**config.mk**
```make
export PLATFORM = sky130hd
export DESIGN_NAME = two_wire_master_receiver
export DESIGN_NICKNAME = d
export VERILOG_FILES = /design/src/core/two_wire_pkg.sv /design/src/core/pin_sync.sv /design/src/core/quarter_tick.sv /design/src/core/two_wire_master_receiver.sv
export SDC_FILE = /design/constraint.sdc
export NUM_CORES = 1
export LEC_CHECK = 0
export ABC_AREA = 1
export BUFFER_PORTS_ARGS = -buffer_cell sky130_fd_sc_hd__buf_2
export CAP_MARGIN = 10
export CORE_MARGIN = 8
export CORE_UTILIZATION = 40
export DETAILED_ROUTE_END_ITERATION = 10
export PLACE_DENSITY_LB_ADDON = 0.25
export SLEW_MARGIN = 20
export SYNTH_ARGS = -nofsm -noshare
export SYNTH_HDL_FRONTEND = slang
export SYNTH_SLANG_ARGS = --single-unit
```
**constraint.sdc**
```tcl
create_clock -name clk_i -period 2.3 [get_ports clk_i]
set_clock_uncertainty 0.1 [all_clocks]
set_input_delay 0.23 -clock clk_i [delete_from_list [all_inputs] [get_ports clk_i]]
set_output_delay 0.23 -clock clk_i [all_outputs]
set_load 0.1 [all_outputs]
```
**src/core/two_wire_pkg.sv**
```systemverilog
package two_wire_pkg;

  // ****************************************************************
  // timing
  // ****************************************************************
  localparam int CLK_PERIOD_NS = 40;
  localparam int BIT_PERIOD_NS = 10000;
  // longest quarter bit, so rounded down
  localparam int QUARTER_CYCLES = BIT_PERIOD_NS / (4 * CLK_PERIOD_NS);

  // ****************************************************************
  // register map, byte addresses
  // ****************************************************************
  localparam int ADDR_W = 8;
  localparam logic [7:0] CTRL_OFFSET = 8'h00;
  localparam logic [7:0] STATUS_OFFSET = 8'h04;
  localparam logic [7:0] DATA_OFFSET = 8'h08;
  localparam logic [7:0] IRQ_STATUS_OFFSET = 8'h0C;
  localparam logic [7:0] IRQ_CLEAR_OFFSET = 8'h10;
  localparam logic [7:0] IRQ_ENABLE_OFFSET = 8'h14;

  // serial_control field positions
  localparam int OP_DONE_BIT = 7;
  localparam int ACK_ENABLE_BIT = 6;
  localparam int START_BIT = 5;
  localparam int STOP_BIT = 4;
  localparam int WCOL_BIT = 3;
  localparam int IFACE_ENABLE_BIT = 2;
  localparam int IRQ_ENABLE_BIT = 0;

  // interrupt status / clear / enable layout
  localparam int IRQ_W = 3;
  localparam int IRQ_DONE_BIT = 0;
  localparam int IRQ_WCOL_BIT = 1;
  localparam int IRQ_ARB_BIT = 2;

  localparam logic [1:0] RESP_OKAY = 2'h0;
  localparam logic [1:0] RESP_SLVERR = 2'h2;

  // ****************************************************************
  // status codes, prescaler field reads as zero
  // ****************************************************************
  localparam logic [7:0] CODE_START = 8'h08;
  localparam logic [7:0] CODE_RSTART = 8'h10;
  localparam logic [7:0] CODE_WADDR_ACK = 8'h18;
  localparam logic [7:0] CODE_WADDR_NACK = 8'h20;
  localparam logic [7:0] CODE_TXDATA_ACK = 8'h28;
  localparam logic [7:0] CODE_TXDATA_NACK = 8'h30;
  localparam logic [7:0] CODE_ARB_LOST = 8'h38;
  localparam logic [7:0] CODE_RADDR_ACK = 8'h40;
  localparam logic [7:0] CODE_RADDR_NACK = 8'h48;
  localparam logic [7:0] CODE_RXDATA_ACK = 8'h50;
  localparam logic [7:0] CODE_RXDATA_NACK = 8'h58;
  localparam logic [7:0] CODE_IDLE = 8'hF8;

  localparam logic [3:0] LAST_BIT = 4'h8;

  typedef struct packed {
    logic ack_enable;
    logic start_request;
    logic stop_request;
    logic iface_enable;
    logic irq_enable;
  } ctrl_type;

  typedef enum logic [2:0] {
    ST_IDLE = 3'h0,
    ST_WAIT_FREE = 3'h1,
    ST_START = 3'h2,
    ST_BYTE = 3'h3,
    ST_HOLD = 3'h4,
    ST_STOP = 3'h5
  } state_type;

endpackage
```
**src/core/pin_sync.sv**
```systemverilog
`timescale 1ns/100ps
module pin_sync #(
  parameter int WIDTH = 2
) (
  input wire logic clk_i, // system clock
  input wire logic rst_b_i, // sync reset, active low
  input wire logic [WIDTH-1:0] async_i, // raw pin levels
  output logic [WIDTH-1:0] sync_o // synchronised levels
);
  logic [WIDTH-1:0] meta;

  // idle bus is high, so reset to ones
  always_ff @(posedge clk_i) begin
    if (!rst_b_i) begin
      meta <= '1;
      sync_o <= '1;
    end else begin
      meta <= async_i;
      sync_o <= meta;
    end
  end
endmodule // pin_sync

```
**src/core/quarter_tick.sv**
```systemverilog
`timescale 1ns/100ps
module quarter_tick #(
  parameter int CYCLES = 62
) (
  input wire logic clk_i, // system clock
  input wire logic rst_b_i, // sync reset, active low
  input wire logic run_i, // count while high, restart when low
  output logic tick_o // one-cycle pulse every CYCLES clocks
);
  logic [15:0] count;

  always_ff @(posedge clk_i) begin
    if (!rst_b_i || !run_i) begin
      count <= 16'h0000;
      tick_o <= 1'h0;
    end else if (count == 16'(CYCLES - 1)) begin
      count <= 16'h0000;
      tick_o <= 1'h1;
    end else begin
      count <= count + 16'h0001;
      tick_o <= 1'h0;
    end
  end
endmodule // quarter_tick

```
**src/core/two_wire_master_receiver.sv**
```systemverilog
// The register offsets and the AXI4-Lite interface to the registers were chosen for this implementation.
`timescale 1ns/100ps
// Notes on behaviour
// - address byte with read bit enters receive mode, write bit enters transmit mode.
// - enable, start request and done-clear wait for an idle bus, then START.
// - after START, set op-done flag and status 0x08.
// - after address plus read: 0x40 on ACK, 0x48 on NACK, 0x38 lost.
// - writing one to op-done clears it and lets the next bus action run.
// - after each received byte: 0x50 if ACK returned, 0x58 if NACK returned.
// - in 0x40/0x50 a plain clear receives a byte, ACK per ack-enable bit.
// - clear with stop request and enable, start low, sends a STOP.
// - start request with clear sends repeated START without STOP, status 0x10.
// - after repeated START the bus stays owned for any address or direction.
// - in 0x08/0x10 an address with write bit is sent, then transmit mode.
// - in 0x38 clear releases bus; with start request a START waits for idle.
// - in 0x48/0x58 start, stop, or stop-then-start; stop request self-clears.
// - data writes only while op-done set, otherwise ignored with collision flag.
module two_wire_master_receiver (
  input wire logic clk_i, // system clock, 25 MHz
  input wire logic rst_b_i, // sync reset, active low
  input wire logic [two_wire_pkg::ADDR_W-1:0] s_axi_awaddr_i, // write address
  input wire logic s_axi_awvalid_i, // write address valid
  output logic s_axi_awready_o, // write address ready
  input wire logic [31:0] s_axi_wdata_i, // write data
  input wire logic [3:0] s_axi_wstrb_i, // write byte strobes
  input wire logic s_axi_wvalid_i, // write data valid
  output logic s_axi_wready_o, // write data ready
  output logic [1:0] s_axi_bresp_o, // write response
  output logic s_axi_bvalid_o, // write response valid
  input wire logic s_axi_bready_i, // write response ready
  input wire logic [two_wire_pkg::ADDR_W-1:0] s_axi_araddr_i, // read address
  input wire logic s_axi_arvalid_i, // read address valid
  output logic s_axi_arready_o, // read address ready
  output logic [31:0] s_axi_rdata_o, // read data
  output logic [1:0] s_axi_rresp_o, // read response
  output logic s_axi_rvalid_o, // read data valid
  input wire logic s_axi_rready_i, // read data ready
  input wire logic scl_i, // clock line level
  output logic scl_o, // clock line drive value, always low
  output logic scl_oe_o, // high while pulling clock line low
  input wire logic sda_i, // data line level
  output logic sda_o, // data line drive value, always low
  output logic sda_oe_o, // high while pulling data line low
  output logic irq_o // level interrupt
);
  import two_wire_pkg::*;

  // ****************************************************************
  // declarations
  // ****************************************************************
  logic [1:0] pins_s;
  logic scl_s, sda_s, scl_q, sda_q, bus_busy;
  logic tick, engine_run;
  ctrl_type ctrl;
  logic op_done, wcol;
  logic [7:0] data_reg, status, shift;
  logic [IRQ_W-1:0] irq_status, irq_enable_reg, irq_events;
  state_type state;
  logic [1:0] phase;
  logic [3:0] bit_cnt;
  logic scl_low, sda_low, owned, repeated, rx_mode, addr_phase, ack_low;
  logic done_set, stop_done, arb_set, rx_load;
  logic wr_fire, rd_fire, ctrl_wr, data_wr, go, data_accept;
  logic wd_start, wd_stop, wd_enable;
  logic sending, tx_bit;
  logic [7:0] ctrl_byte, byte_code;

  function automatic logic mapped(input logic [ADDR_W-1:0] a);
    return (a == CTRL_OFFSET) || (a == STATUS_OFFSET) || (a == DATA_OFFSET) ||
           (a == IRQ_STATUS_OFFSET) || (a == IRQ_CLEAR_OFFSET) ||
           (a == IRQ_ENABLE_OFFSET);
  endfunction

  // ****************************************************************
  // pins and bus watch
  // ****************************************************************
  pin_sync #(.WIDTH(2)) u_pin_sync (
    .clk_i(clk_i),
    .rst_b_i(rst_b_i),
    .async_i({scl_i, sda_i}),
    .sync_o(pins_s)
  );

  assign scl_s = pins_s[1];
  assign sda_s = pins_s[0];

  // open drain: drive value fixed low, enable does the work
  assign scl_o = 1'h0;
  assign sda_o = 1'h0;
  assign scl_oe_o = scl_low;
  assign sda_oe_o = sda_low;

  // busy from START until STOP seen by anyone on the bus
  always_ff @(posedge clk_i) begin
    if (!rst_b_i) begin
      scl_q <= 1'h1;
      sda_q <= 1'h1;
      bus_busy <= 1'h0;
    end else begin
      scl_q <= scl_s;
      sda_q <= sda_s;
      if (scl_s && scl_q && sda_q && !sda_s) begin
        bus_busy <= 1'h1;
      end else if (scl_s && scl_q && !sda_q && sda_s) begin
        bus_busy <= 1'h0;
      end
    end
  end

  assign engine_run = (state == ST_START) || (state == ST_BYTE) || (state == ST_STOP);

  quarter_tick #(.CYCLES(QUARTER_CYCLES)) u_quarter_tick (
    .clk_i(clk_i),
    .rst_b_i(rst_b_i),
    .run_i(engine_run),
    .tick_o(tick)
  );

  // ****************************************************************
  // register bus
  // ****************************************************************
  // address and data are taken together in one edge
  assign wr_fire = s_axi_awvalid_i && s_axi_wvalid_i && !s_axi_bvalid_o;
  assign s_axi_awready_o = wr_fire;
  assign s_axi_wready_o = wr_fire;
  assign rd_fire = s_axi_arvalid_i && !s_axi_rvalid_o;
  assign s_axi_arready_o = !s_axi_rvalid_o;

  assign ctrl_wr = wr_fire && s_axi_wstrb_i[0] && (s_axi_awaddr_i == CTRL_OFFSET);
  assign data_wr = wr_fire && s_axi_wstrb_i[0] && (s_axi_awaddr_i == DATA_OFFSET);
  assign wd_start = s_axi_wdata_i[START_BIT];
  assign wd_stop = s_axi_wdata_i[STOP_BIT];
  assign wd_enable = s_axi_wdata_i[IFACE_ENABLE_BIT];
  assign go = ctrl_wr && s_axi_wdata_i[OP_DONE_BIT];
  assign data_accept = data_wr && op_done;

  always_ff @(posedge clk_i) begin
    if (!rst_b_i) begin
      s_axi_bvalid_o <= 1'h0;
      s_axi_bresp_o <= RESP_OKAY;
    end else if (wr_fire) begin
      s_axi_bvalid_o <= 1'h1;
      s_axi_bresp_o <= mapped(s_axi_awaddr_i) ? RESP_OKAY : RESP_SLVERR;
    end else if (s_axi_bready_i) begin
      s_axi_bvalid_o <= 1'h0;
    end
  end

  assign ctrl_byte = {op_done, ctrl.ack_enable, ctrl.start_request, ctrl.stop_request,
                      wcol, ctrl.iface_enable, 1'h0, ctrl.irq_enable};

  always_ff @(posedge clk_i) begin
    if (!rst_b_i) begin
      s_axi_rvalid_o <= 1'h0;
      s_axi_rresp_o <= RESP_OKAY;
      s_axi_rdata_o <= 32'h0000_0000;
    end else if (rd_fire) begin
      s_axi_rvalid_o <= 1'h1;
      s_axi_rresp_o <= mapped(s_axi_araddr_i) ? RESP_OKAY : RESP_SLVERR;
      case (s_axi_araddr_i)
        CTRL_OFFSET: s_axi_rdata_o <= {24'h00_0000, ctrl_byte};
        STATUS_OFFSET: s_axi_rdata_o <= {24'h00_0000, status};
        DATA_OFFSET: s_axi_rdata_o <= {24'h00_0000, data_reg};
        IRQ_STATUS_OFFSET: s_axi_rdata_o <= {29'h0000_0000, irq_status};
        IRQ_ENABLE_OFFSET: s_axi_rdata_o <= {29'h0000_0000, irq_enable_reg};
        default: s_axi_rdata_o <= 32'h0000_0000;
      endcase
    end else if (s_axi_rready_i) begin
      s_axi_rvalid_o <= 1'h0;
    end
  end

  // ****************************************************************
  // control, flags and data
  // ****************************************************************
  always_ff @(posedge clk_i) begin
    if (!rst_b_i) begin
      ctrl <= '0;
    end else begin
      if (ctrl_wr) begin
        ctrl.ack_enable <= s_axi_wdata_i[ACK_ENABLE_BIT];
        ctrl.start_request <= wd_start;
        ctrl.stop_request <= wd_stop;
        ctrl.iface_enable <= wd_enable;
        ctrl.irq_enable <= s_axi_wdata_i[IRQ_ENABLE_BIT];
      end
      if (stop_done) begin
        ctrl.stop_request <= 1'h0;
      end
    end
  end

  // a completion in the same cycle as the clearing write wins
  always_ff @(posedge clk_i) begin
    if (!rst_b_i) begin
      op_done <= 1'h0;
    end else if (done_set) begin
      op_done <= 1'h1;
    end else if (go) begin
      op_done <= 1'h0;
    end
  end

  always_ff @(posedge clk_i) begin
    if (!rst_b_i) begin
      wcol <= 1'h0;
    end else if (data_wr && !op_done) begin
      wcol <= 1'h1;
    end else if (data_accept) begin
      wcol <= 1'h0;
    end
  end

  always_ff @(posedge clk_i) begin
    if (!rst_b_i) begin
      data_reg <= 8'h00;
    end else if (data_accept) begin
      data_reg <= s_axi_wdata_i[7:0];
    end else if (rx_load) begin
      data_reg <= shift;
    end
  end

  // ****************************************************************
  // interrupts
  // ****************************************************************
  assign irq_events = {arb_set, data_wr && !op_done, done_set};

  always_ff @(posedge clk_i) begin
    if (!rst_b_i) begin
      irq_status <= '0;
      irq_enable_reg <= '0;
    end else begin
      if (wr_fire && s_axi_wstrb_i[0] && (s_axi_awaddr_i == IRQ_ENABLE_OFFSET)) begin
        irq_enable_reg <= s_axi_wdata_i[IRQ_W-1:0];
      end
      // set beats clear
      if (wr_fire && s_axi_wstrb_i[0] && (s_axi_awaddr_i == IRQ_CLEAR_OFFSET)) begin
        irq_status <= (irq_status & ~s_axi_wdata_i[IRQ_W-1:0]) | irq_events;
      end else begin
        irq_status <= irq_status | irq_events;
      end
    end
  end

  // control-register enable also opens the done source
  assign irq_o = |(irq_status & (irq_enable_reg |
                 {{(IRQ_W-1){1'h0}}, ctrl.irq_enable}));

  // ****************************************************************
  // bus engine
  // ****************************************************************
  // sending is false only for data bytes of a read
  assign sending = !(rx_mode && !addr_phase);
  always_comb begin
    if (bit_cnt != LAST_BIT) begin
      tx_bit = sending ? shift[7] : 1'h1;
    end else begin
      tx_bit = sending ? 1'h1 : !ctrl.ack_enable;
    end
  end

  always_comb begin
    if (addr_phase) begin
      if (rx_mode) begin
        byte_code = ack_low ? CODE_RADDR_ACK : CODE_RADDR_NACK;
      end else begin
        byte_code = ack_low ? CODE_WADDR_ACK : CODE_WADDR_NACK;
      end
    end else if (rx_mode) begin
      byte_code = ack_low ? CODE_RXDATA_ACK : CODE_RXDATA_NACK;
    end else begin
      byte_code = ack_low ? CODE_TXDATA_ACK : CODE_TXDATA_NACK;
    end
  end

  always_ff @(posedge clk_i) begin
    if (!rst_b_i) begin
      state <= ST_IDLE;
      phase <= 2'h0;
      bit_cnt <= 4'h0;
      shift <= 8'h00;
      status <= CODE_IDLE;
      scl_low <= 1'h0;
      sda_low <= 1'h0;
      owned <= 1'h0;
      repeated <= 1'h0;
      rx_mode <= 1'h0;
      addr_phase <= 1'h0;
      ack_low <= 1'h0;
      done_set <= 1'h0;
      stop_done <= 1'h0;
      arb_set <= 1'h0;
      rx_load <= 1'h0;
    end else begin
      done_set <= 1'h0;
      stop_done <= 1'h0;
      arb_set <= 1'h0;
      rx_load <= 1'h0;
      if (tick) begin
        phase <= phase + 2'h1;
      end
      // the enabling write may carry the first start, so its go is not lost
      if (!ctrl.iface_enable && !(ctrl_wr && wd_enable)) begin
        // disabling drops the bus at once, no STOP
        state <= ST_IDLE;
        phase <= 2'h0;
        scl_low <= 1'h0;
        sda_low <= 1'h0;
        owned <= 1'h0;
      end else begin
        unique case (state)
          ST_IDLE: begin
            if (go && wd_start && wd_enable) begin
              state <= ST_WAIT_FREE;
            end
          end
          ST_WAIT_FREE: begin
            if (!bus_busy) begin
              state <= ST_START;
              repeated <= 1'h0;
            end
          end
          ST_START: begin
            if (tick) begin
              unique case (phase)
                2'h0: sda_low <= 1'h0;
                2'h1: scl_low <= 1'h0;
                2'h2: sda_low <= 1'h1;
                2'h3: begin
                  scl_low <= 1'h1;
                  owned <= 1'h1;
                  status <= repeated ? CODE_RSTART : CODE_START;
                  done_set <= 1'h1;
                  state <= ST_HOLD;
                end
              endcase
            end
          end
          ST_HOLD: begin
            if (go) begin
              if (status == CODE_ARB_LOST) begin
                owned <= 1'h0;
                if (wd_start) begin
                  state <= ST_WAIT_FREE;
                end else begin
                  state <= ST_IDLE;
                  status <= CODE_IDLE;
                end
              end else if (wd_stop) begin
                state <= ST_STOP;
              end else if (wd_start) begin
                state <= ST_START;
                repeated <= 1'h1;
              end else if (status == CODE_START || status == CODE_RSTART) begin
                shift <= data_reg;
                rx_mode <= data_reg[0];
                addr_phase <= 1'h1;
                bit_cnt <= 4'h0;
                state <= ST_BYTE;
              end else if (rx_mode && (status == CODE_RADDR_ACK ||
                                       status == CODE_RXDATA_ACK)) begin
                addr_phase <= 1'h0;
                bit_cnt <= 4'h0;
                state <= ST_BYTE;
              end else if (!rx_mode && (status == CODE_WADDR_ACK ||
                                        status == CODE_WADDR_NACK ||
                                        status == CODE_TXDATA_ACK ||
                                        status == CODE_TXDATA_NACK)) begin
                shift <= data_reg;
                addr_phase <= 1'h0;
                bit_cnt <= 4'h0;
                state <= ST_BYTE;
              end
            end
          end
          ST_BYTE: begin
            if (tick) begin
              unique case (phase)
                2'h0: sda_low <= !tx_bit;
                2'h1: scl_low <= 1'h0;
                2'h2: begin
                  if (sending && tx_bit && !sda_s && bit_cnt != LAST_BIT) begin
                    // another master pulled low: back off at once
                    scl_low <= 1'h0;
                    sda_low <= 1'h0;
                    owned <= 1'h0;
                    status <= CODE_ARB_LOST;
                    done_set <= 1'h1;
                    arb_set <= 1'h1;
                    phase <= 2'h0;
                    state <= ST_HOLD;
                  end else if (bit_cnt == LAST_BIT) begin
                    ack_low <= !sda_s;
                  end else begin
                    shift <= {shift[6:0], sda_s};
                  end
                end
                2'h3: begin
                  scl_low <= 1'h1;
                  if (bit_cnt == LAST_BIT) begin
                    status <= byte_code;
                    done_set <= 1'h1;
                    rx_load <= !sending;
                    state <= ST_HOLD;
                  end else begin
                    bit_cnt <= bit_cnt + 4'h1;
                  end
                end
              endcase
            end
          end
          ST_STOP: begin
            if (tick) begin
              unique case (phase)
                2'h0: sda_low <= 1'h1;
                2'h1: scl_low <= 1'h0;
                2'h2: sda_low <= 1'h0;
                2'h3: begin
                  owned <= 1'h0;
                  stop_done <= 1'h1;
                  status <= CODE_IDLE;
                  state <= ctrl.start_request ? ST_WAIT_FREE : ST_IDLE;
                end
              endcase
            end
          end
          default: state <= ST_IDLE;
        endcase
      end
    end
  end

endmodule // two_wire_master_receiver

```
==> impl_results.md, run 1 <==
- Io pins: roughly 110
- Placed Area: 5504 um^2
- Grt total ovfl: 0
- Outcome: completed
- DR WL/cell: around 12 um
- EDFF count, synth: 0
- Clk_lat worst skew: 0.34 ns
- Number of vias per cell: 4.713
- Largest net degree at the start of global routing: 30
- Rows: slightly above 40
- Reg2reg setup slack: 0.34 ns
- Placed cells: 974
- RSZ-0062 raised after global routing: no
- Share of layout cells above drive strength 1: 0.1573
- Final nets: 891
- Worst R2R Path Depth: 11
- Sequential fraction of the synthesis area: 0.3443
- Worst flop-to-flop path startpoint: bit_cnt[0]
- Kind of critical path: reg2reg
- Synth area leaders: dfxtp_1 34%, nand2_1 11%, nor2_1 8.3%
- Vias: 4,675
- Final critical path time including I/O delays and setup: 1.959 ns
- Post CTS Setup Buffer Count: 0
- Setup crit start kind: register
- # DRC: 0
- Largest Register: u_quarter_tick.count
- CTS tree: yes
- Ys async rst share: 0
- Core Footprint: 12,620 um^2
- Critical Path Sink Type: register
- GRT Total Usage: 0.1534
- Drt first pass iters: 5
- # port buffers: 51
- Crit path DAT: 2.14 ns
- Non-filler cells, final: 992
- Critical path destination: shift[3]
- Mapped Cells: between 700 and 800
- Setup TNS: 0 ns
- Synth top area share: 0.3443
- Clk sinks: 89
- Pleak: approximately 2.5 nW
- Crit share post-route: 0.8519
- H-Tree Depth: 3
- WP data required: 2.48 ns
- DIE HEIGHT: between 100 and 150 um
- Tot Pwr: 3.376 mW
- First-pass GRT wire length: 20,560 um
- Initial core utilization: 0.4101
- Vias in the first global route: 4,247
- Pwr dens: 580.9 nW/um^2
- Initial antenna violation count: 0
- WL final: 12,390 um
- Actual slew at the worst max-slew pin: 0.5172 ns
- Syn Area/Cell: 6.809 um^2
- Clock slew at reported path FFs: 0.06 ns
- Max Clk Rate: 510.4 MHz
- Mapped cell area: between 5000 and 6000 um^2
- Distinct cell type count after synthesis: 46
- Number of synthesized register bits: 89
- Top FF cell, synth: dfxtp_1
- Setup crit start: bit_cnt[0]
- Die Width: 129.7 um
- TritonCTS buffer count: 9
- Final setup fails: 0
- # diodes: 0
- Max FO, Critical Path: 8
- Maximum VDD drop: 0.3910 mV
- Global placer's final weighted congestion: 0.8636
- Slew margin rel.: 0.6523
- Largest register FFs: 16
- Final ANT Viol Nets: 0
- R2r endpoint: shift[3]
- Design Area, Final: 5812 um^2
- Initial DRC Count: 316
- Hpwl dp: 9762 um
- Root cell of the clock tree: clkbuf_16
- Die area: roughly 17,000 um^2
- Max Cap Violations: 0
- Slew Limit Fails: 0
- Area growth syn-to-layout: 12.31%
- Max Buffers Root-to-Sink: 2
- Worst hold path class: in2reg
- Leading area contributor after synthesis: dfxtp_1
- YS warnings: 0
- Fin. Hold Viols: 0
==> cell families after synthesis <==
family / after synthesis / synth area share
flops: 89 / 0.3443
xor+xnor: 5 / 0.008462
fa+ha+maj: 15 / 0.03627
buf+inv: 143 / 0.1315
compound gates: 120 / 0.1260
other cells: 1 / 0.0007246
simple gates: 387 / 0.3528
==> per-layer routing <==
| layer | global-route usage | routed length, um | up-vias |
|---|---|---|---|
| li1 | - | - | 2503 |
| met1 | 0.1941 | 5709 | 2060 |
| met2 | 0.2530 | 5881 | 99 |
| met3 | 0.03794 | 617 | 13 |
| met4 | 0.04508 | 184 | 0 |
| met5 | 0 | 0 | - |
==> placed cells by master (no fill, tap or decap), types with 2 or more instances in the layout <==
cell type,n
nor2_2,6
nand4_1,10
buf_4,7
nand3_1,53
nor4_1,4
nor3_2,2
nand2_1,150
nor2_1,114
a21oi_1,43
clkbuf_16,9
or2_2,8
o21ai_1,5
inv_2,12
nand2_2,7
o211ai_1,5
dlygate4sd3_1,2
o221ai_1,2
conb_1,28
o21a_1,2
clkbuf_1,3
inv_1,86
nand3_4,3
dfxtp_1,88
nor2_4,3
o21ai_0,52
o22ai_1,2
nand2_4,5
nand3_2,3
clkinvlp_4,2
buf_2,51
xnor2_1,4
ha_1,15
a211oi_1,5
nor3_1,12
==> synth_stat cells, types with 2 or more instances <==
master,number
nand2_1,150
nor2_1,114
dfxtp_1,89
inv_1,87
nand3_1,53
o21ai_0,52
a21oi_1,43
buf_4,29
ha_1,15
inv_2,12
nor3_1,12
nand4_1,10
or2_2,8
clkbuf_1,7
nand2_2,7
nor2_2,6
a211oi_1,5
nand2_4,5
o211ai_1,5
o21ai_1,5
buf_6,4
nor4_1,4
xnor2_1,4
nand3_2,3
nand3_4,3
nor2_4,3
buf_2,2
nor3_2,2
o21a_1,2
o221ai_1,2
o22ai_1,2
==> through the flow <==
stage	setup WS, ns	util	hold slack, ns
5_1_grt	0.1764	0.4605	0.0002961
2_1_floorplan	0.009596	-	0.2366
6_report	0.3407	0.4605	0.01170
3_3_place_gp	0.3677	0.4361	0.2823
3_5_place_dp	0.3487	0.4361	0.2816
4_1_cts	0.3357	0.4605	0.001833
==> power breakdown <==
| group | switching [mW] | internal [mW] |
|---|---|---|
| sequential | 0.00516 | 1.55 |
| clock | 0.584 | 0.844 |
| combinational | 0.340 | 0.0513 |
==> what timing repair did <==
action,CTS,global route
hold buffers,2,0
endpoints found under the hold margin,2,0
gates resized for setup,0,0
==> how the worst min path moves through the flow <==
stage,start,endpoint,slack (ns),depth (start not counted)
2_1_floorplan,sda_i,u_pin_sync.meta[0],0.24,1
3_3_place_gp,stop_done,ctrl[2],0.28,1
3_5_place_dp,stop_done,ctrl[2],0.28,1
4_1_cts,s_axi_wdata_i[3],data_reg[3],0.002,3
5_1_grt,s_axi_wdata_i[3],data_reg[3],0.0003,3
6_report,s_axi_wdata_i[3],data_reg[3],0.01,3
==> worst max-delay path, cell delays in order (launching register included) <==
cell and delay [ns]:
dfxtp_1 0.38, inv_1 0.08, ha_1 0.21, nand3_1 0.11, nand4_2 0.13, or2_2 0.34
nand3_2 0.11, nor2_2 0.04, buf_4 0.17, nand3_1 0.07, nand2_1 0.05, nor2_1 0.10
==> final cells by class <==
| type | count | area, um^2 |
|---|---|---|
| clock buffer | 12 | 236.5 |
| clock inverter | 4 | 51.30 |
| fill | 1363 | 6808 |
| inverter | 100 | 381.6 |
| multi-input combinational | 555 | 2814 |
| sequential | 89 | 1785 |
| tap | 172 | 215.2 |
| timing repair buffer | 60 | 327.8 |
Note: power is estimated with default switching activity, not from simulation.
==> inputs of run 2 (changes only) <==
Settings changed: PLACE_DENSITY set to 0.64, PLACE_DENSITY_LB_ADDON 0.25 to not set.
==> impl_results.md, run 2 (synthesized netlist as in run 1, its figures left out) <==
- Maximum VDD drop: 0.4945 mV (was 0.3910 mV)
- Area growth syn-to-layout: 12.67% (was 12.31%)
- Initial core utilization: 0.4101 (unchanged)
- Clk sinks: 89 (unchanged)
- Place WS: 0.3567 ns (was 0.3487 ns)
- Root cell of the clock tree: clkbuf_16 (unchanged)
- Slew Limit Fails: 0 (unchanged)
- Setup TNS: 0 ns (unchanged)
- Final ANT Viol Nets: 0 (unchanged)
- Final setup fails: 0 (unchanged)
- Die area: 16,830 um^2 (unchanged)
- First-pass GRT wire length: 20,960 um (was 20,560 um)
- Fin. Hold Viols: 0 (unchanged)
- TritonCTS buffer count: 9 (unchanged)
- H-Tree Depth: 3 (unchanged)
- # diodes: 0 (unchanged)
- Core Footprint: 12,620 um^2 (unchanged)
- Initial antenna violation count: 0 (unchanged)
- Design Area, Final: 5831 um^2 (was 5812 um^2)
- Setup ws final: 0.3535 ns (was 0.3407 ns)
- Most frequent cells in the layout: 150 x nand2_1, 114 x nor2_1, 88 x dfxtp_1, 86 x inv_1, 53 x nand3_1 (unchanged)
- Share of layout cells above drive strength 1: 0.1610 (was 0.1573)
- DIE HEIGHT: 129.7 um (unchanged)
- Largest net degree at the start of global routing: 30 (unchanged)
- Setup crit start kind: register (unchanged)
- Clock slew at reported path FFs: 0.06 ns (about the same)
- Number of vias per cell: 4.658 (was 4.713)
- Post CTS Setup Buffer Count: 0 (unchanged)
- Critical Path Sink Type: register (unchanged)
- Crit share post-route: 0.8463 (was 0.8519)
- Most common cell after layout, fill and taps aside: nand2_1 (unchanged)
- CTS tree: yes (unchanged)
- Grt total ovfl: 0 (unchanged)
- WP data required: 2.49 ns (was 2.48 ns)
- GRT Total Usage: 0.1552 (was 0.1534)
- Kind of critical path: reg2reg (unchanged)
- Crit path DAT: 2.13 ns (was 2.14 ns)
- Pleak: 2.474 nW (was 2.458 nW)
- Max FO, Critical Path: 8 (unchanged)
- Tot Pwr: 3.438 mW (was 3.376 mW)
- Worst hold path class: in2reg (unchanged)
- Global placer's final weighted congestion: 0.8606 (was 0.8636)
- Io pins: 107 (unchanged)
- Die Width: 129.7 um (unchanged)
- Clk_lat worst skew: 0.35 ns (was 0.34 ns)
- Largest register FFs: 16 (unchanged)
- Rows: 41 (unchanged)
- Max Clk Rate: 513.7 MHz (was 510.4 MHz)
- WL final: 12,480 um (was 12,390 um)
- Max Buffers Root-to-Sink: 2 (unchanged)
- RSZ-0062 raised after global routing: no (unchanged)
- Actual slew at the worst max-slew pin: 0.5246 ns (was 0.5172 ns)
- Final nets: 891 (unchanged)
- # port buffers: 51 (unchanged)
- Drt first pass iters: 4 (was 5)
- Initial DRC Count: 297 (was 316)
- Slew margin rel.: 0.6473 (was 0.6523)
- Pwr dens: 589.7 nW/um^2 (was 580.9 nW/um^2)
- Outcome: completed (unchanged)
- Largest Register: u_quarter_tick.count (unchanged)
- Final critical path time including I/O delays and setup: 1.947 ns (was 1.959 ns)
- DR WL/cell: 12.58 um (was 12.49 um)
- Max Cap Violations: 0 (unchanged)
- Hpwl dp: 9795 um (was 9762 um)
- # DRC: 0 (unchanged)
- Placed Area: 5504 um^2 (unchanged)
- Vias: 4,621 (was 4,675)
- Vias in the first global route: 4,307 (was 4,247)
## run 2: worst paths after layout
| path | slack, ns | end | depth (start not counted) | from |
|---|---|---|---|---|
| worst max register to register | 0.35 | shift[6] | 11 | bit_cnt[0] |
| worst min-delay path | 0.01 | sda_q | 2 | rst_b_i |
| worst max-delay path | 0.35 | shift[6] | 11 | bit_cnt[0] |
| worst min register to register | 0.30 | ctrl[2] | 1 | stop_done |
## run 2: what timing repair did
item	in CTS	in global routing
resized for setup	0	0
endpoints found under the hold margin	2	0
hold buffers	2	0
## run 2: metrics by stage
stage,hold slack [ns],cells,utilization
final,0.01437,992,0.4620
after detailed placement,0.2840,974,0.4361
after global placement,0.2797,974,0.4361
after CTS,0.003110,992,0.4620
after floorplan,0.2366,787,-
after global routing,0.006641,992,0.4620
## run 2: critical path, stage by stage (launching register included)
cell and delay, ns:
dfxtp_1 0.38, inv_1 0.07, ha_1 0.21, nand3_1 0.11
nand4_2 0.13, or2_2 0.34, nand3_2 0.11, nor2_2 0.04
buf_4 0.17, nand3_1 0.07, nand2_1 0.05, nor2_1 0.10
## run 2: cell type report
cell class / count / area (um^2)
inverters: 100 / 381.6
clock inverters: 5 / 42.54
flip-flops and latches: 89 / 1785
multi-input cells: 555 / 2814
well taps: 172 / 215.2
repair buffers: 60 / 327.8
clock buffers: 11 / 264.0
fillers: 1353 / 6789
## run 2: report_power, final
group          total (mW)  leakage (nW)  internal [mW]  switching [mW]
logic               0.393          1.60         0.0513           0.342
registers            1.56         0.720           1.55         0.00522
clock network        1.49         0.154          0.845           0.645
total                3.44          2.47           2.45           0.992
## run 2: per-layer routing
layer	global-route usage	wire length (um)	share of wire
met1	0.1927	5899	0.47
met2	0.2585	5864	0.47
met3	0.04284	595	0.048
met4	0.04303	121	0.0097
met5	0	0	0
==> inputs of run 3 (changes only) <==
Clock period 2.3 ns to 1.9 ns, I/O delays scaled along.
==> impl_results.md, run 3 (synthesized netlist as in run 1, its figures left out) <==
- Initial DRC Count: 346 (was 297)
- H-Tree Depth: 3 (unchanged)
- Crit share post-route: 0.9121 (was 0.8463)
- Pleak: 2.625 nW (was 2.474 nW)
- NetSw: 1.201 mW (was 0.9919 mW)
- Hpwl dp: 10,160 um (was 9795 um)
- Largest Register: u_quarter_tick.count (unchanged)
- Worst R2R Path Depth: 10 (was 11)
- P_int: 2.836 mW (was 2.447 mW)
- GRT Total Usage: 0.1599 (was 0.1552)
- DR WL/cell: 12.72 um (was 12.58 um)
- Max Buffers Root-to-Sink: 2 (unchanged)
- Core Footprint: 12,620 um^2 (unchanged)
- Initial core utilization: 0.4101 (unchanged)
- Maximum VDD drop: 0.4986 mV (was 0.4945 mV)
- # port buffers: 51 (unchanged)
- Share of layout cells above drive strength 1: 0.2155 (was 0.1610)
- Die Width: 129.7 um (unchanged)
- Global placer's final weighted congestion: 0.8912 (was 0.8606)
- First-pass GRT wire length: 21,670 um (was 20,960 um)
- Register share of total power: 0.466 (was 0.452)
- Max FO, Critical Path: 6 (was 8)
- Initial antenna violation count: 0 (unchanged)
- Final critical path time including I/O delays and setup: 1.733 ns (was 1.947 ns)
- Pwr dens: 656.0 nW/um^2 (was 589.7 nW/um^2)
- Number of vias per cell: 4.736 (was 4.658)
- Worst flop-to-flop path startpoint: state[2] (was bit_cnt[0])
- Fin Hold WS: 0.008827 ns (was 0.01437 ns)
- Critical Path Sink Type: register (unchanged)
- Vias: 4,859 (was 4,621)
- Grt total ovfl: 0 (unchanged)
- Clk sinks: 89 (unchanged)
- Fin. Hold Viols: 0 (unchanged)
- Reg2reg setup slack: 0.17 ns (was 0.35 ns)
- Vias in the first global route: 4,579 (was 4,307)
- Max Cap Violations: 0 (unchanged)
- Crit path DAT: 1.91 ns (was 2.13 ns)
- Clock slew at reported path FFs: 0.06 ns (about the same)
- Clk_lat worst skew: 0.35 ns (about the same)
- WL final: 13,050 um (was 12,480 um)
- Io pins: 107 (unchanged)
- Clk pwr share: 0.414 (was 0.433)
- Place WS: 0.02100 ns (was 0.3567 ns)
- Largest net degree at the start of global routing: 31 (was 30)
- CTS tree: yes (unchanged)
- Most common cell after layout, fill and taps aside: nand2_1 (unchanged)
- Kind of critical path: reg2reg (unchanged)
- WP data required: 2.08 ns (was 2.49 ns)
- Critical path destination: bit_cnt[1] (was shift[6])
- Drt first pass iters: 5 (was 4)
- Area growth syn-to-layout: 18.93% (was 12.67%)
- Setup crit start: state[2] (was bit_cnt[0])
- R2r endpoint: bit_cnt[1] (was shift[6])
- RSZ-0062 raised after global routing: no (unchanged)
- DIE HEIGHT: 129.7 um (unchanged)
- Root cell of the clock tree: clkbuf_16 (unchanged)
- Max Clk Rate: 577.1 MHz (was 513.7 MHz)
- # DRC: 0 (unchanged)
- Final ANT Viol Nets: 0 (unchanged)
- Rows: 41 (unchanged)
- Setup ws final: 0.1671 ns (was 0.3535 ns)
- Worst hold path class: in2reg (unchanged)
- Final nets: 925 (was 891)
- Logic pwr share: 0.120 (was 0.114)
- TritonCTS buffer count: 9 (unchanged)
- Most frequent cells in the layout: 148 x nand2_1, 111 x nor2_1, 82 x inv_1, 82 x dfxtp_1 (was 150 x nand2_1, 114 x nor2_1, 88 x dfxtp_1, 86 x inv_1, 53 x nand3_1)
- Slew Limit Fails: 0 (unchanged)
- Final setup fails: 0 (unchanged)
- Die area: 16,830 um^2 (unchanged)
- Setup crit start kind: register (unchanged)
- Outcome: completed (unchanged)
- # diodes: 0 (unchanged)
- Sw Share: 0.2975 (was 0.2885)
- Largest register FFs: 16 (unchanged)
- Setup TNS: 0 ns (unchanged)
## run 3: repair_timing
action / in CTS / in global routing
hold buffers: 3 / 0
endpoints found under the hold margin: 3 / 0
setup endpoints to repair: 0 / 28
buffers inserted: 0 / 1
gates resized for setup: 0 / 25
## run 3: per-layer routing
| metal | vias up | global-route usage | share of wire |
|---|---|---|---|
| met4 | 0 | 0.04577 | 0.015 |
| met1 | 2188 | 0.1990 | 0.47 |
| met2 | 92 | 0.2711 | 0.47 |
| li1 | 2566 | - | - |
| met5 | - | 0 | 0 |
| met3 | 13 | 0.03631 | 0.050 |
## run 3: power by group through the flow
stage / combinational (mW) / sequential, mW / clock [mW]
after floorplan: 0.402 / 1.97 / 0
after global placement: 0.476 / 1.93 / 0
after detailed placement: 0.477 / 1.93 / 0
after CTS: 0.482 / 1.88 / 1.70
after global routing: 0.507 / 1.88 / 1.79
final: 0.483 / 1.88 / 1.67
## run 3: worst min-delay path by stage
stage / start / to / slack [ns] / cells past startpoint
after floorplan: sda_i / u_pin_sync.meta[0] / 0.20 / 1
after global placement: scl_i / u_pin_sync.meta[1] / 0.27 / 2
after detailed placement: scl_i / u_pin_sync.meta[1] / 0.28 / 2
after CTS: rst_b_i / sda_q / 0.0002 / 2
after global routing: rst_b_i / sda_q / 0.01 / 2
final: rst_b_i / sda_q / 0.009 / 2
## run 3: layout make-up
class                           count  area [um^2]
Clock buffer                       10        229.0
Tap cell                          172        215.2
Timing Repair Buffer               94        585.6
Sequential cell                    89         1795
Multi-Input combinational cell    555         2898
Inverter                          100        387.9
Fill cell                        1320         6465
Clock inverter                      6        43.79
## run 3: worst max-delay path, stage by stage, from the launching register on
cell,delay (ns)
dfxtp_2,0.39
buf_4,0.14
nand3_4,0.13
o21ai_4,0.17
buf_4,0.14
nand4_4,0.09
nor2_4,0.20
nand2_2,0.11
nand2_1,0.07
nand2_1,0.04
nor2_1,0.08
## run 3: metrics by stage
| step | instances | power, mW | area, um^2 | utilization |
|---|---|---|---|---|
| finish | 1026 | 4.037 | 6155 | 0.4877 |
| floorplan | 787 | 2.370 | 5309 | - |
| detailed placement | 1006 | 2.402 | 5759 | 0.4564 |
| global placement | 1006 | 2.401 | 5759 | 0.4564 |
| global route | 1026 | 4.176 | 6155 | 0.4877 |
| CTS | 1025 | 4.065 | 6062 | 0.4804 |
